<file path="src/crcw_pkg.sv">
package crcw_pkg;

  localparam logic [3:0]  CHECKSUM_DATA_OFFSET    = 4'h0;
  localparam logic [3:0]  SCRATCH_BYTE_OFFSET     = 4'h4;
  localparam logic [3:0]  CHECKSUM_CONTROL_OFFSET = 4'h8;
  localparam logic [3:0]  CHECKSUM_STATUS_OFFSET  = 4'hC;

  localparam logic [31:0] CRC_POLY                = 32'h04C11DB7;
  localparam logic [31:0] CRC_SEED                = 32'hFFFFFFFF;
  localparam logic [31:0] CHECKSUM_DATA_RESET     = 32'hFFFFFFFF;
  localparam logic [7:0]  SCRATCH_BYTE_RESET      = 8'h00;

  localparam int          RESTART_BIT             = 0;
  localparam int          STATUS_BUSY_BIT         = 0;
  localparam int          STATUS_OVERFLOW_BIT     = 1;
  localparam int          SCRATCH_WIDTH           = 8;

  localparam logic [1:0]  CRC_CYCLES              = 2'h3;
  localparam int          BUF_DEPTH               = 2;
  localparam logic [1:0]  BUF_FULL_COUNT          = 2'h2;

endpackage : crcw_pkg

</file>
<file path="src/crcw_top.sv">
// Chosen here: strobed register access.
`timescale 1ns/1ps
module crcw_top
  import crcw_pkg::*;
(
  input  wire logic        core_clk_i,
  input  wire logic        rst_b_i,
  input  wire logic [3:0]  addr_i,
  input  wire logic [31:0] wr_data_i,
  input  wire logic        wr_i,
  input  wire logic        rd_i,
  output logic      [31:0] rd_data_o,
  output logic             wr_ready_o
);

  logic [31:0] crc_reg;
  logic [7:0]  scratch_reg;
  logic        restart_reg;
  logic        overflow_reg;
  logic [31:0] buf_reg [BUF_DEPTH];
  logic        buf_wr_ptr_reg;
  logic        buf_rd_ptr_reg;
  logic [1:0]  buf_count_reg;
  logic [1:0]  buf_count_next;
  logic        eng_busy_reg;
  logic [1:0]  eng_cnt_reg;
  logic [31:0] eng_word_reg;
  logic [31:0] rd_data_reg;
  logic        wr_ready_reg;

  logic        data_wr;
  logic        push;
  logic        pop;
  logic        eng_done;
  logic        buf_wr_idx;

  // Bit-serial MSB-first division unrolled over the whole word
  function automatic logic [31:0] crc_fn(input logic [31:0] crc, input logic [31:0] word);
    logic [31:0] c;
    logic        fb;
    c  = crc;
    fb = 1'b0;
    for (int i = 31; i >= 0; i--) begin
      fb = c[31] ^ word[i];
      c  = {c[30:0], 1'b0};
      if (fb) begin
        c = c ^ CRC_POLY;
      end
    end
    return c;
  endfunction

  assign data_wr    = wr_i && (addr_i == CHECKSUM_DATA_OFFSET);
  // The master sees ready straight from a flop, so a full buffer refuses the word
  assign push       = data_wr && (buf_count_reg != BUF_FULL_COUNT);
  assign pop        = !restart_reg && !eng_busy_reg && (buf_count_reg != 2'h0);
  assign eng_done   = eng_busy_reg && (eng_cnt_reg == 2'h1) && !restart_reg;
  assign buf_wr_idx = restart_reg ? 1'b0 : buf_wr_ptr_reg;

  always_comb begin
    if (restart_reg) begin
      buf_count_next = push ? 2'h1 : 2'h0;
    end else begin
      buf_count_next = buf_count_reg + {1'b0, push} - {1'b0, pop};
    end
  end

  // Two-entry word buffer between bus and engine
  for (genvar g = 0; g < BUF_DEPTH; g++) begin : g_buf
    always_ff @(posedge core_clk_i or negedge rst_b_i) begin
      if (!rst_b_i) begin
        buf_reg[g] <= 32'h00000000;
      end else if (push && (buf_wr_idx == 1'(g))) begin
        buf_reg[g] <= wr_data_i;
      end
    end
  end

  always_ff @(posedge core_clk_i or negedge rst_b_i) begin
    if (!rst_b_i) begin
      buf_wr_ptr_reg <= 1'b0;
      buf_rd_ptr_reg <= 1'b0;
      buf_count_reg  <= 2'h0;
      wr_ready_reg   <= 1'b0;
    end else begin
      buf_wr_ptr_reg <= push ? ~buf_wr_idx : buf_wr_idx;
      buf_rd_ptr_reg <= restart_reg ? 1'b0 : (buf_rd_ptr_reg ^ pop);
      buf_count_reg  <= buf_count_next;
      wr_ready_reg   <= (buf_count_next != BUF_FULL_COUNT);
    end
  end

  // Engine holds a word for the full computation time before committing
  always_ff @(posedge core_clk_i or negedge rst_b_i) begin
    if (!rst_b_i) begin
      eng_busy_reg <= 1'b0;
      eng_cnt_reg  <= 2'h0;
      eng_word_reg <= 32'h00000000;
    end else if (restart_reg) begin
      eng_busy_reg <= 1'b0;
      eng_cnt_reg  <= 2'h0;
    end else if (pop) begin
      eng_busy_reg <= 1'b1;
      eng_cnt_reg  <= CRC_CYCLES - 2'h1;
      eng_word_reg <= buf_reg[buf_rd_ptr_reg];
    end else if (eng_busy_reg) begin
      eng_cnt_reg  <= eng_cnt_reg - 2'h1;
      eng_busy_reg <= !eng_done;
    end
  end

  always_ff @(posedge core_clk_i or negedge rst_b_i) begin
    if (!rst_b_i) begin
      crc_reg <= CHECKSUM_DATA_RESET;
    end else if (restart_reg) begin
      crc_reg <= CRC_SEED;
    end else if (eng_done) begin
      crc_reg <= crc_fn(crc_reg, eng_word_reg);
    end
  end

  always_ff @(posedge core_clk_i or negedge rst_b_i) begin
    if (!rst_b_i) begin
      restart_reg <= 1'b0;
    end else if (wr_i && (addr_i == CHECKSUM_CONTROL_OFFSET) && wr_data_i[RESTART_BIT]) begin
      restart_reg <= 1'b1;
    end else begin
      restart_reg <= 1'b0;
    end
  end

  // Restart never touches the scratch byte
  always_ff @(posedge core_clk_i or negedge rst_b_i) begin
    if (!rst_b_i) begin
      scratch_reg <= SCRATCH_BYTE_RESET;
    end else if (wr_i && (addr_i == SCRATCH_BYTE_OFFSET)) begin
      scratch_reg <= wr_data_i[SCRATCH_WIDTH-1:0];
    end
  end

  // A refused word is flagged; a new refusal wins over a clear in the same cycle
  always_ff @(posedge core_clk_i or negedge rst_b_i) begin
    if (!rst_b_i) begin
      overflow_reg <= 1'b0;
    end else if (data_wr && !push) begin
      overflow_reg <= 1'b1;
    end else if (wr_i && (addr_i == CHECKSUM_STATUS_OFFSET) && wr_data_i[STATUS_OVERFLOW_BIT]) begin
      overflow_reg <= 1'b0;
    end
  end

  always_ff @(posedge core_clk_i or negedge rst_b_i) begin
    if (!rst_b_i) begin
      rd_data_reg <= 32'h00000000;
    end else if (rd_i) begin
      unique case (addr_i)
        CHECKSUM_DATA_OFFSET:    rd_data_reg <= crc_reg;
        SCRATCH_BYTE_OFFSET:     rd_data_reg <= {24'h000000, scratch_reg};
        CHECKSUM_CONTROL_OFFSET: rd_data_reg <= {31'h00000000, restart_reg};
        CHECKSUM_STATUS_OFFSET:  rd_data_reg <= {30'h00000000, overflow_reg,
                                                 eng_busy_reg || (buf_count_reg != 2'h0)};
        default:                 rd_data_reg <= 32'h00000000;
      endcase
    end else begin
      rd_data_reg <= 32'h00000000;
    end
  end

  assign rd_data_o  = rd_data_reg;
  assign wr_ready_o = wr_ready_reg;

  property p_commit_value;
    @(posedge core_clk_i) disable iff (!rst_b_i)
      eng_done |=> crc_reg == crc_fn($past(crc_reg), $past(eng_word_reg));
  endproperty
  a_commit_value: assert property (p_commit_value) else $error("checksum update wrong");

  property p_latency;
    @(posedge core_clk_i) disable iff (!rst_b_i)
      (push && buf_count_reg == 2'h0 && !eng_busy_reg && !restart_reg)
        ##1 !restart_reg [*3] |-> eng_done;
  endproperty
  a_latency: assert property (p_latency) else $error("word not done in four cycles");

  property p_word_pops;
    @(posedge core_clk_i) disable iff (!rst_b_i)
      pop |=> eng_busy_reg && eng_word_reg == $past(buf_reg[buf_rd_ptr_reg]);
  endproperty
  a_word_pops: assert property (p_word_pops) else $error("buffered word not taken");

  property p_read_data;
    @(posedge core_clk_i) disable iff (!rst_b_i)
      rd_i && addr_i == CHECKSUM_DATA_OFFSET |=> rd_data_o == $past(crc_reg);
  endproperty
  a_read_data: assert property (p_read_data) else $error("data read not last result");

  property p_refuse;
    @(posedge core_clk_i) disable iff (!rst_b_i)
      data_wr && !wr_ready_o |=> overflow_reg && ($stable(buf_count_reg) || $past(pop) || $past(restart_reg));
  endproperty
  a_refuse: assert property (p_refuse) else $error("write while full not refused");

  property p_restart_seed;
    @(posedge core_clk_i) disable iff (!rst_b_i)
      wr_i && addr_i == CHECKSUM_CONTROL_OFFSET && wr_data_i[RESTART_BIT] |-> ##2 crc_reg == CRC_SEED;
  endproperty
  a_restart_seed: assert property (p_restart_seed) else $error("restart did not seed");

  property p_restart_clear;
    @(posedge core_clk_i) disable iff (!rst_b_i)
      restart_reg && !(wr_i && addr_i == CHECKSUM_CONTROL_OFFSET && wr_data_i[RESTART_BIT]) |=> !restart_reg;
  endproperty
  a_restart_clear: assert property (p_restart_clear) else $error("restart bit stuck");

  property p_scratch_write;
    @(posedge core_clk_i) disable iff (!rst_b_i)
      wr_i && addr_i == SCRATCH_BYTE_OFFSET |=> scratch_reg == $past(wr_data_i[SCRATCH_WIDTH-1:0]);
  endproperty
  a_scratch_write: assert property (p_scratch_write) else $error("scratch byte not stored");

  property p_scratch_keep;
    @(posedge core_clk_i) disable iff (!rst_b_i)
      restart_reg && !(wr_i && addr_i == SCRATCH_BYTE_OFFSET) |=> $stable(scratch_reg);
  endproperty
  a_scratch_keep: assert property (p_scratch_keep) else $error("restart changed scratch");

  property p_scratch_hold;
    @(posedge core_clk_i) disable iff (!rst_b_i)
      !(wr_i && addr_i == SCRATCH_BYTE_OFFSET) |=> $stable(scratch_reg);
  endproperty
  a_scratch_hold: assert property (p_scratch_hold) else $error("scratch changed without write");

  property p_scratch_read;
    @(posedge core_clk_i) disable iff (!rst_b_i)
      rd_i && addr_i == SCRATCH_BYTE_OFFSET |=> rd_data_o == {24'h000000, $past(scratch_reg)};
  endproperty
  a_scratch_read: assert property (p_scratch_read) else $error("scratch read wrong");

  property p_control_read;
    @(posedge core_clk_i) disable iff (!rst_b_i)
      rd_i && addr_i == CHECKSUM_CONTROL_OFFSET |=> rd_data_o == {31'h00000000, $past(restart_reg)};
  endproperty
  a_control_read: assert property (p_control_read) else $error("control read wrong");

  // A restart empties buffer and engine; only a word written in that cycle survives
  property p_restart_flush;
    @(posedge core_clk_i) disable iff (!rst_b_i)
      restart_reg |=> !eng_busy_reg && buf_count_reg == {1'b0, $past(push)};
  endproperty
  a_restart_flush: assert property (p_restart_flush) else $error("restart did not flush");

  property p_crc_hold;
    @(posedge core_clk_i) disable iff (!rst_b_i)
      !eng_done && !restart_reg |=> $stable(crc_reg);
  endproperty
  a_crc_hold: assert property (p_crc_hold) else $error("checksum moved without commit");

  property p_read_idle;
    @(posedge core_clk_i) disable iff (!rst_b_i)
      !rd_i |=> rd_data_o == 32'h00000000;
  endproperty
  a_read_idle: assert property (p_read_idle) else $error("read data not zero when idle");

  property p_overflow_clear;
    @(posedge core_clk_i) disable iff (!rst_b_i)
      wr_i && addr_i == CHECKSUM_STATUS_OFFSET && wr_data_i[STATUS_OVERFLOW_BIT] |=> !overflow_reg;
  endproperty
  a_overflow_clear: assert property (p_overflow_clear) else $error("overflow not cleared");

  property p_overflow_sticky;
    @(posedge core_clk_i) disable iff (!rst_b_i)
      overflow_reg && !(wr_i && addr_i == CHECKSUM_STATUS_OFFSET && wr_data_i[STATUS_OVERFLOW_BIT]) |=> overflow_reg;
  endproperty
  a_overflow_sticky: assert property (p_overflow_sticky) else $error("overflow lost");

  property p_count_bound;
    @(posedge core_clk_i) disable iff (!rst_b_i)
      buf_count_reg <= BUF_FULL_COUNT;
  endproperty
  a_count_bound: assert property (p_count_bound) else $error("buffer count beyond depth");

  property p_engine_takes;
    @(posedge core_clk_i) disable iff (!rst_b_i)
      !restart_reg && !eng_busy_reg && buf_count_reg != 2'h0 |=> eng_busy_reg;
  endproperty
  a_engine_takes: assert property (p_engine_takes) else $error("waiting word not taken");

  property p_busy_hold;
    @(posedge core_clk_i) disable iff (!rst_b_i)
      eng_busy_reg && !eng_done && !restart_reg |=> eng_busy_reg;
  endproperty
  a_busy_hold: assert property (p_busy_hold) else $error("engine dropped a word");

endmodule // crcw_top

</file>
<file path="config.mk">
export PLATFORM = sky130hd
export DESIGN_NAME = crcw_top
export DESIGN_NICKNAME = d
export VERILOG_FILES = /design/src/crcw_pkg.sv /design/src/crcw_top.sv
export SDC_FILE = /design/constraint.sdc
export NUM_CORES = 1
export LEC_CHECK = 0
export BUFFER_PORTS_ARGS = -buffer_cell sky130_fd_sc_hd__buf_2
export CORE_AREA = 2 2 202 204
export DETAILED_ROUTE_END_ITERATION = 16
export DIE_AREA = 0 0 204 206
export PLACE_DENSITY = 0.49
export SLEW_MARGIN = 20
export SYNTH_ARGS = -nofsm -noshare
export SYNTH_HDL_FRONTEND = slang
export SYNTH_SLANG_ARGS = --single-unit
</file>
<file path="constraint.sdc">
create_clock -name core_clk_i -period 3.7 [get_ports core_clk_i]
set_input_delay 0.37 -clock core_clk_i [delete_from_list [all_inputs] [get_ports core_clk_i]]
set_output_delay 0.37 -clock core_clk_i [all_outputs]
set_load 0.005 [all_outputs]
</file>
---- After elaboration in Yosys (flattened, before gate mapping) ----
Index checks and enable logic that the tools add are counted.
cells by class
  add/sub/neg operators ................... 3
  $mul .................................... 0
  div/mod/pow operators ................... 0
  magnitude comparators ................... 1
  equal/unequal tests ..................... 6
  shift operators ......................... 0
  muxes and demuxes ....................... 115
  bitwise operators ....................... 68
  reductions and logical operators ........ 25
operator list
  kind                 count
  $mux 32              68
  $mux 27              32
  $not 14->14          32
  $pmux 32 s4          1
  $xor 1x1->1          33
  $logic_and 1x1->1    14
  $mux 1               10
  $eq 4x4->1 const B   2
  $mux 2               4
  $reduce_bool 2->1    3
  $eq 4x3->1 const B   1
  $logic_not 1->1      4
  $logic_not 4->1      1
  $ne 2x2->1 const B   2
  $reduce_bool 3->1    1
  $add 2x1->2          1
  $eq 2x1->1 const B   1
  $ge 2x2->1 const B   1
  $not 1->1            2
  $not 1->2            1
  $reduce_and 2->1     1
  $sub 2x1->2          1
  $sub 2x1->2 const B  1
  $logic_or 1x1->1     1
word-level totals
  bits in registers ....................... 178
  latch bits .............................. 0
  RAM bits ................................ 0
  ROM bits ................................ 0
  input bits .............................. 40
  memories kept ........................... 0

---- Longest topological paths before layout ----
Gate-level depths: netlist of the first run.
  depth after elaboration ................. 129
  gate-level depth with buffers ........... 10
  gate-level depth less buffers ........... 10

---- Worst setup path after synthesis of the first run ----
No wires, ideal clock.
  path type ............................... reg-to-reg
  start point ............................. register crc_reg[28]
  end point ............................... register crc_reg[11]
  arrival ................................. 3833 ps
  required time ........................... 3620 ps
  slack ................................... -212 ps
  stages on the path, launching flop included .. 10
  clock period less this slack ............ 3912 ps
  cells stage by stage .................... dfstp_2 -> xor2_2 -> xnor3_1 -> xor2_1 -> xor3_2 -> xor2_1 -> xnor2_2 -> xor2_2 -> xnor3_1 -> o22a_1
between the ends
  longest elaborated chain between the ends .. 100
  elaborated cells between the ends (all ways) .. 133
  classes of those cells .................. mux: 93; bitwise: 40
ends and longest elaborated chain
  element                                                      line                             source
  from (decl)                                                  crcw_top.sv:16                   logic [31:0] crc_reg;
  from (signal assigned)                                       crcw_top.sv:118                  crc_reg <= crc_fn(crc_reg, eng_word_reg);
  $mux 32 *                                                    crcw_top.sv:117                  end else if (eng_done) begin
  $mux 32 *                                                    crcw_top.sv:115                  end else if (restart_reg) begin
  $mux 32 *                                                    crcw_top.sv:117
  $mux 32 *                                                    crcw_top.sv:115
  $mux 32 *                                                    crcw_top.sv:117
  $mux 32 *                                                    crcw_top.sv:115
  $xor 1x1->1 *                                                crcw_top.sv:44                   fb = c[31] ^ word[i];
  $mux 27 *                                                    crcw_top.sv:46                   if (fb) begin
  [84 not listed]                                              -
  $not 14->14 (no line) (tied with other cells)                -
  $mux 27 / $mux 32 (equally long branches)                    crcw_top.sv:46, crcw_top.sv:115
  $mux 32 *                                                    crcw_top.sv:117
  $mux 32 *                                                    crcw_top.sv:115
  $not 14->14 (no line) / $xor 1x1->1 (equally long branches)  -
  $mux 27 *                                                    crcw_top.sv:46
  $mux 32 *                                                    crcw_top.sv:117
  $mux 32 *                                                    crcw_top.sv:115
Every way passes the cells marked *; elsewhere a longest branch is shown, timed or not. The select of a mux whose other input is x is not followed.
A chain may end at the register's enable or synchronous reset.

---- Worst setup path in the final report of the first run ----
  start point ............................. register crc_reg[29]
  end point ............................... register crc_reg[13]
between the ends
  longest elaborated chain between the ends .. 103
  elaborated cells between the ends (all ways) .. 137
  classes of those cells .................. mux: 94; bitwise: 43
ends and longest elaborated chain
  element                line
  $mux 32 *              crcw_top.sv:117
  $mux 32 *              crcw_top.sv:115
  $mux 32 *              crcw_top.sv:117
  $mux 32 *              crcw_top.sv:115
  $xor 1x1->1 *          crcw_top.sv:44
  $mux 27 *              crcw_top.sv:46
  $mux 32 *              crcw_top.sv:117
  $mux 32 *              crcw_top.sv:115
  [87 not listed]        -
  $mux 32 *              crcw_top.sv:115
  $not 14->14 (no line)  -
  $mux 27 *              crcw_top.sv:46
  $mux 32 *              crcw_top.sv:117
  $mux 32 *              crcw_top.sv:115
  $mux 27 *              crcw_top.sv:46
  $mux 32 *              crcw_top.sv:117
  $mux 32 *              crcw_top.sv:115
Marked as above.

==> impl_metrics.env, run 1 <==
export IMPL_fillers=4158
export IMPL_antenna_left=0
export IMPL_antenna_cells=0
export IMPL_die_area_mm2=0.0420
export IMPL_setup_viol=0
export IMPL_ys_top_cells_by_area="dfrtp_1 (37%), xnor2_1 (14%), dfstp_2 (8.5%)"
export IMPL_synth_edf_count=0
export IMPL_netlist_instances=781
export IMPL_fp_row_count=74
export IMPL_vias_per_cell=4.11
export IMPL_vias=6060
export IMPL_finalMaxSlewViolations=0
export IMPL_hold_violations=12
export IMPL_rsz0062_at_grt="true"
export IMPL_first_global_vias=6454
export IMPL_ios=73
export IMPL_start_kind="register"
export IMPL_worstSetupPathType="reg2reg"
export IMPL_fin_tns_setup_ns=0
export IMPL_fin_nets=974
export IMPL_synth_seq_cells=178
export IMPL_yosysMostFrequentCell="xnor2_1"
export IMPL_drive_above_1_share_pct=37.4
export IMPL_grt_usage_pct=13.2
export IMPL_cts_htree_levels=4
export IMPL_grt_antenna_before_repair=0
export IMPL_dr_pass1_iters=5
export IMPL_skew_ns=0.0130
export IMPL_violations="negative hold slack"
export IMPL_synth_compound_area_share_pct=4.31
export IMPL_placed_cell_area_mm2=0.0115
export IMPL_synth_top_family_by_area="XOR/XNOR gates"
export IMPL_syn_mean_instance_area_um2=12.6
export IMPL_synthArstFlopShare_pct=100
export IMPL_core_area_mm2=0.0402
export IMPL_numPortBuffers=72
export IMPL_grt_pass1_wl_mm=40.6
export IMPL_drc=0
export IMPL_ys_seq_area_share_pct=45.5
export IMPL_largest_reg_flops=64
export IMPL_ys_top_cells_by_count="xnor2_1 (156), dfrtp_1 (146), mux2_2 (73)"
export IMPL_max_freq_mhz=281
export IMPL_gp_congestion=0.887
export IMPL_hold_class="in2async"
export IMPL_dp_hpwl_mm=20.0
export IMPL_worst_pin_slew_ns=1.09
export IMPL_insertion_delay_ns=0.46
export IMPL_final_min_clock_period_ns=3.56
export IMPL_relSlewSlack_pct=27.4
export IMPL_first_iter_violations=398
export IMPL_area_growth_synth_to_final_pct=24.2
export IMPL_synth_area_leader_cell="dfrtp_1"
export IMPL_critPathCaptureType="register"
export IMPL_cp_required_ns=4.09
export IMPL_post_route_period_util_pct=96.1
export IMPL_synthXorXnorAreaFrac_pct=30.4
export IMPL_gr_total_overflow=0
export IMPL_cts_sinks=178
export IMPL_initial_utilization_pct=24.6
export IMPL_drv_cap=0
export IMPL_status="complete, but fails checks"
export IMPL_synth_distinct_cells=37
export IMPL_placed_cells=1438
export IMPL_fin_cells=1474
export IMPL_wl_per_cell_um=17.8
export IMPL_fp_dieW_um=204
export IMPL_synth_top_area_share_pct=37.0
export IMPL_die_h_um=206
export IMPL_syn_num_nets=826
export IMPL_tritoncts="built"
export IMPL_grt_max_degree=90
export IMPL_yosys_mux_area_fraction_pct=12.4
export IMPL_ys_warn_count=0
export IMPL_cts_buffer_depth=2
export IMPL_yosys_area_share_simple_pct=5.18
export IMPL_root_buffer="clkbuf_16"
export IMPL_cp_arrival_ns=3.94
export IMPL_netlist_area_mm2=0.00987
export IMPL_clkTransAtPathRegs_ns=0.08
export IMPL_wl_mm=26.2
export IMPL_cts_buffers=17
export IMPL_hold_ws_ns=-0.0145
export IMPL_stdcell_area_mm2=0.0123
export IMPL_ys_flop_type="dfrtp_1"
export IMPL_synth_fa_ha_area_share_pct=0.634
export IMPL_path_max_fanout=4
## critical path, cell delays in order, from the launching register on
cell	delay, ns
dfstp_2	0.61
xor2_1	0.23
xnor3_2	0.58
xnor2_2	0.22
xnor3_1	0.29
xnor3_1	0.42
buf_4	0.18
xnor2_1	0.15
xnor2_1	0.35
xnor3_1	0.29
a21oi_1	0.15
## stage by stage
step	setup slack, ns	utilization (%)	hold slack, ns
2_1_floorplan	0.00384	-	0.0744
3_3_place_gp	-0.120	28.7	0.489
3_5_place_dp	-0.0725	28.7	0.495
4_1_cts	0.00213	30.1	0.0157
5_1_grt	-0.00705	30.5	0.0616
6_report	0.144	30.5	-0.0145
## final cells by class
type | count | area (um2) | share of cell area [%]
clock inverter | 15 | 129 | 1.05
multi-input combinational | 563 | 5440 | 44.3
inverter | 7 | 26.3 | 0.214
tap | 532 | 666 | 5.43
clock buffer | 17 | 425 | 3.47
sequential | 178 | 4500 | 36.7
timing repair buffer | 162 | 1080 | 8.84
## metal layers
| metal | track usage, % | vias up | wire [um] |
|---|---|---|---|
| met5 | 0 | - | 0 |
| met4 | 4.50 | 0 | 496 |
| met3 | 2.27 | 28 | 813 |
| met2 | 21.7 | 81 | 12500 |
| met1 | 17.7 | 3056 | 12300 |
| li1 | - | 2895 | - |
## repair_timing
item,in CTS,in global routing
resized for setup,6,22
hold buffers,0,0
pin swaps,0,10
endpoints found under the hold margin,0,0
cloned,0,0
setup buffers,0,4
endpoints found under the setup margin,5,20
## cell families (layout without fill, tap and decap cells)
logic type / after synthesis / in the layout
and+or+nand+nor: 111 / 111
DFF: 178 / 178
xor gates and xnor gates: 259 / 259
AOI/OAI and AO/OA: 75 / 75
muxes: 113 / 113
adders and majority gates: 5 / 5
buffers and inverters: 40 / 201
## worst paths after layout
check                      depth (start not counted)           from  slack [ns]           to
setup / recovery                                  10    crc_reg[29]        0.14  crc_reg[13]
hold / removal                                     1        rst_b_i       -0.01  buf_reg[39]
setup reg to reg                                  10    crc_reg[29]        0.14  crc_reg[13]
hold reg to reg                                    1    buf_reg[17]        0.51  buf_reg[17]
max in group asynchronous                          2        rst_b_i        2.69  crc_reg[31]
min in group core_clk_i                            2  wr_data_i[16]        0.16  buf_reg[48]
## cells in the final DEF, fill, tap and decap left out, types with 13 or more instances in the layout
cell type / n
a21oi_1: 56
and2_1: 24
buf_2: 71
buf_4: 86
clkbuf_16: 17
dfrtp_1: 145
dfstp_2: 32
mux2_2: 73
mux2i_1: 40
nor2_1: 69
xnor2_1: 144
xnor2_2: 15
xnor3_1: 24
xnor3_2: 13
xor2_1: 40
Power of run 1 is left out: the tool's default activity adds up to more than one toggle a clock period on the data nets, which glitch-free logic cannot reach.
==> inputs of run 2 (changes only) <==
- PLACE_DENSITY: 0.49 -> 0.48
- clock period: 3.7 -> 3.3 ns (I/O delays scaled with it)
==> impl_metrics.env, run 2 (same netlist as run 1, synthesis figures left out) <==
export IMPL_setup_slack_ns=-0.164
export IMPL_cts_buffer_depth=2
export IMPL_wl_per_cell_um=18.1
export IMPL_root_buffer="clkbuf_16"
export IMPL_rsz0062_at_grt="true"
export IMPL_cts_sinks=178
export IMPL_fillers=4007
export IMPL_hold_class="in2reg"
export IMPL_drive_above_1_share_pct=50.5
export IMPL_violations="negative setup slack"
export IMPL_stdcell_area_mm2=0.0141
export IMPL_crit_buf_inv=1
export IMPL_clkTransAtPathRegs_ns=0.07
export IMPL_worstReg2RegStart="crc_reg[14]"
export IMPL_cts_htree_levels=4
export IMPL_insertion_delay_ns=0.44
export IMPL_worst_path_largest_cell_delay_ns=0.58
export IMPL_area_growth_synth_to_final_pct=42.4
export IMPL_drc=0
export IMPL_worst_pin_slew_ns=0.688
export IMPL_final_common_cell="buf_4"
export IMPL_critPathCaptureType="register"
export IMPL_ios=73
export IMPL_fp_row_count=74
export IMPL_antenna_left=0
export IMPL_reg2reg_to="crc_reg[11]"
export IMPL_die_h_um=206
export IMPL_cts_buffers=17
export IMPL_fp_dieW_um=204
export IMPL_setup_viol=25
export IMPL_antenna_cells=0
export IMPL_placed_cells=1503
export IMPL_critPathTopFamily="XOR/XNOR gates"
export IMPL_dp_hpwl_mm=21.5
export IMPL_fin_nets=1069
export IMPL_first_iter_violations=249
export IMPL_critPathSlowestCell="dfstp_2"
export IMPL_max_freq_mhz=289
export IMPL_start_kind="register"
export IMPL_vias=6460
export IMPL_tritoncts="built"
export IMPL_path_max_fanout=4
export IMPL_cp_startpoint="crc_reg[14]"
export IMPL_drv_cap=0
export IMPL_initial_utilization_pct=24.6
export IMPL_finalMaxSlewViolations=0
export IMPL_layout_common_cells="buf_4 (157), dfrtp_1 (145), xnor2_1 (96)"
export IMPL_min_path_cells=2
export IMPL_crit_path_cell_trace="xnor2_2 -> xnor3_2 -> xor3_2 -> xnor3_1 -> xnor3_2 -> xor2_4 -> buf_12 -> xor2_4 -> xnor3_1 -> o22a_1"
export IMPL_gr_total_overflow=0
export IMPL_grt_antenna_before_repair=1
export IMPL_hold_violations=0
export IMPL_path_depth=10
export IMPL_worstRegToRegCells=10
export IMPL_status="complete, but fails checks"
export IMPL_final_min_clock_period_ns=3.46
export IMPL_worstSetupPathType="reg2reg"
export IMPL_grt_pass1_wl_mm=43.2
export IMPL_die_area_mm2=0.0420
export IMPL_cp_endpoint="crc_reg[11]"
export IMPL_vias_per_cell=4.12
export IMPL_rrSetupSlack_ns=-0.16
export IMPL_gp_congestion=0.895
export IMPL_cp_arrival_ns=3.83
export IMPL_cp_required_ns=3.67
export IMPL_largest_reg_flops=64
export IMPL_post_place_ws_ns=-0.272
export IMPL_placed_cell_area_mm2=0.0122
export IMPL_grt_usage_pct=14.1
export IMPL_relSlewSlack_pct=53.7
export IMPL_grt_max_degree=89
export IMPL_core_area_mm2=0.0402
export IMPL_wl_mm=28.5
export IMPL_post_route_period_util_pct=105
export IMPL_skew_ns=0.0126
export IMPL_dr_pass1_iters=4
export IMPL_first_global_vias=6892
export IMPL_numPortBuffers=72
export IMPL_fin_cells=1569
[run 2: cell types whose count changed in the layout (fill, tap and decap cells not counted), moves of 10 or more]
cell,change
buf_6,+13
xnor2_4,+22
xnor2_1,-48
buf_4,+71
xnor3_1,-10
xor2_4,+12
xor2_1,-13
xnor2_2,+26
xnor3_2,+10
[run 2: worst min-delay path by stage]
stage | startpoint | to | slack [ns]
floorplan | rst_b_i | buf_count_reg[0] | 0.03
global placement | rst_b_i | rd_data_o[28] | 0.37
detailed placement | rst_b_i | rd_data_o[28] | 0.37
CTS | wr_data_i[24] | buf_reg[24] | 0.11
global route | wr_data_i[31] | buf_reg[63] | 0.12
finish | wr_data_i[24] | buf_reg[56] | 0.13
[run 2: metrics by stage]
step | setup TNS (ns) | utilization [%] | hold slack (ns)
final | -2.23 | 35.0 | 0.130
after global routing | -5.22 | 35.0 | 0.116
after CTS | -1.77 | 33.2 | 0.111
after detailed placement | -4.24 | 30.4 | 0.368
after global placement | -5.30 | 30.4 | 0.367
after floorplan | -0.406 | - | 0.0344
[run 2: layer usage]
| layer | GRT usage, % | routed length (um) | vias to the layer above |
|---|---|---|---|
| met2 | 23.7 | 13800 | 86 |
| met3 | 2.43 | 950 | 14 |
| met4 | 3.26 | 488 | 0 |
| li1 | - | - | 3094 |
| met1 | 19.0 | 13200 | 3266 |
| met5 | 0 | 0 | - |
[run 2: area by class of cell]
class                      count  area (um2)  share of cell area [%]
sequential                   178        4500                    32.0
inverter                       7        26.3                   0.187
clock buffer                  19         453                    3.22
multi-input combinational    563        6310                    44.9
clock inverter                13         149                    1.06
tap                          532         666                    4.73
timing repair buffer         257        1960                    13.9
[run 2: what timing repair did]
action | CTS | global route
buffers inserted | 19 | 18
endpoints found under the hold margin | 42 | 0
setup endpoints to repair | 30 | 31
gates resized for setup | 50 | 77
hold buffers | 1 | 0
pin swaps | 40 | 41
Power of run 2 is left out for the same reason.
==> inputs of run 3 (changes only) <==
- ABC_AREA: not set -> 1
- CORE_AREA: 2 2 202 204 -> 2 2 222 224
- DIE_AREA: 0 0 204 206 -> 0 0 224 226
- PLACE_DENSITY: 0.48 -> 0.47
==> impl_metrics.env, run 3 <==
export IMPL_drive_above_1_share_pct=40.5
export IMPL_drv_cap=0
export IMPL_reg2reg_to="crc_reg[17]"
export IMPL_dr_pass1_iters=5
export IMPL_min_path_cells=3
export IMPL_ys_flop_type="dfrtp_1"
export IMPL_path_max_fanout=8
export IMPL_cp_arrival_ns=3.68
export IMPL_ys_top_cells_by_area="dfrtp_1 (31%), nand2_1 (20%), dfstp_2 (7.1%)"
export IMPL_core_area_mm2=0.0483
export IMPL_root_buffer="clkbuf_16"
export IMPL_start_kind="register"
export IMPL_area_growth_synth_to_final_pct=40.9
export IMPL_antenna_left=0
export IMPL_grt_usage_pct=18.2
export IMPL_syn_num_nets=1726
export IMPL_worst_pin_slew_ns=0.736
export IMPL_ys_seq_area_share_pct=37.7
export IMPL_synth_edf_count=0
export IMPL_rsz0062_at_grt="true"
export IMPL_gp_congestion=0.946
export IMPL_synth_top_area_share_pct=30.6
export IMPL_seqCellArea_mm2=0.00450
export IMPL_vias=11734
export IMPL_numPortBuffers=72
export IMPL_multi_input_area_mm2=0.00785
export IMPL_drc=0
export IMPL_fin_tns_setup_ns=0
export IMPL_hold_class="in2reg"
export IMPL_wl_per_cell_um=17.4
export IMPL_die_area_mm2=0.0506
export IMPL_yosysMostFrequentCell="nand2_1"
export IMPL_critPathSlowestCell="dfstp_2"
export IMPL_worst_path_largest_cell_delay_ns=0.63
export IMPL_ios=73
export IMPL_netlist_instances=1681
export IMPL_hold_start="wr_data_i[16]"
export IMPL_worstSetupPathType="reg2reg"
export IMPL_wl_mm=45.2
export IMPL_finalMaxSlewViolations=0
export IMPL_largest_reg_flops=64
export IMPL_insertion_delay_ns=0.48
export IMPL_ys_warn_count=0
export IMPL_post_route_period_util_pct=99.2
export IMPL_setup_viol=0
export IMPL_final_common_cell="nand2_1"
export IMPL_rrSetupSlack_ns=0.03
export IMPL_worstRegToRegCells=25
export IMPL_skew_ns=0.0227
export IMPL_cts_sinks=178
export IMPL_worstReg2RegStart="crc_reg[17]"
export IMPL_fin_nets=2006
export IMPL_fp_dieW_um=224
export IMPL_grt_max_degree=80
export IMPL_holdPathEnd="buf_reg[16]"
export IMPL_layout_common_cells="nand2_1 (459), buf_4 (201), nand2_2 (186)"
export IMPL_netlist_area_mm2=0.0119
export IMPL_final_min_clock_period_ns=3.27
export IMPL_cts_htree_levels=4
export IMPL_synth_seq_cells=178
export IMPL_grt_antenna_before_repair=1
export IMPL_ys_top_cells_by_count="nand2_1 (636), inv_1 (188), dfrtp_1 (146)"
export IMPL_fin_util_pct=34.7
export IMPL_status="complete, no violations"
export IMPL_synth_area_leader_cell="dfrtp_1"
export IMPL_antenna_cells=0
export IMPL_die_h_um=226
export IMPL_first_iter_violations=748
export IMPL_hold_violations=0
export IMPL_clkTransAtPathRegs_ns=0.07
export IMPL_synthArstFlopShare_pct=100
export IMPL_cp_required_ns=3.71
export IMPL_cp_common_cell="nand2_1"
export IMPL_dp_hpwl_mm=35.9
export IMPL_first_global_vias=11104
export IMPL_synth_distinct_cells=44
export IMPL_vias_per_cell=4.52
export IMPL_fillers=5100
export IMPL_grt_pass1_wl_mm=68.2
export IMPL_syn_mean_instance_area_um2=7.09
export IMPL_cts_buffers=17
export IMPL_tritoncts="built"
export IMPL_fp_row_count=81
export IMPL_critPathCaptureType="register"
export IMPL_cts_buffer_depth=2
export IMPL_max_freq_mhz=306
export IMPL_relSlewSlack_pct=50.9
export IMPL_initial_utilization_pct=24.7
export IMPL_gr_total_overflow=0
==> run 3: what timing repair did <==
action | in CTS | in global routing
hold buffers | 1 | 0
gates resized for setup | 69 | 310
pin swaps | 24 | 111
hold endpoints to repair | 51 | 0
setup endpoints to repair | 32 | 32
gates cloned | 0 | 1
buffers inserted | 11 | 44
==> run 3: per-stage QoR <==
step	area (um2)	hold WS, ns	setup WS [ns]	cells
final	16800	0.0597	0.0267	2596
after global routing	16800	0.0614	-0.192	2596
after CTS	15200	0.0302	-0.0253	2551
after detailed placement	14300	0.436	-0.524	2507
after global placement	14300	0.421	-0.519	2507
after floorplan	11900	0.0344	0.608	1681
==> run 3: per-layer routing <==
layer | share of wire (%) | vias up | track usage [%]
li1 | - | 5808 | -
met1 | 46 | 5660 | 24.7
met2 | 48 | 221 | 30.0
met3 | 3.5 | 45 | 2.65
met4 | 2.4 | 0 | 5.33
met5 | 0 | - | 0
==> run 3: cells by family (layout without fill, tap and decap cells) <==
family	after synthesis	after routing	synth area share, %
simple gates	952	953	35.6
flops	178	178	37.7
buf+inv	260	552	8.54
mux	25	25	2.36
compound gates	156	156	7.24
xor+xnor	105	105	8.06
fa+ha+maj	5	5	0.525
==> run 3: final cells by class <==
type | instances | area share (%)
Multi-Input combinational cell | 1244 | 46.7
Clock inverter | 14 | 0.722
Clock buffer | 18 | 2.55
Tap cell | 622 | 4.63
Timing Repair Buffer | 300 | 13.5
Inverter | 220 | 5.13
Sequential cell | 178 | 26.8
==> run 3: worst max path at each step <==
stage	startpoint	to	slack (ns)
2_1_floorplan	crc_reg[28]	crc_reg[11]	0.61
3_3_place_gp	crc_reg[31]	crc_reg[12]	-0.52
3_5_place_dp	crc_reg[31]	crc_reg[12]	-0.52
4_1_cts	crc_reg[31]	crc_reg[12]	-0.03
5_1_grt	crc_reg[31]	crc_reg[11]	-0.19
6_report	crc_reg[17]	crc_reg[17]	0.03
==> run 3: critical path, delay by kind of cell, from the launching register on <==
family,cells,cell delay [ns]
buf+inv,5,0.66
flops,1,0.63
simple gates,20,1.91
Power of run 3 is left out for the same reason.
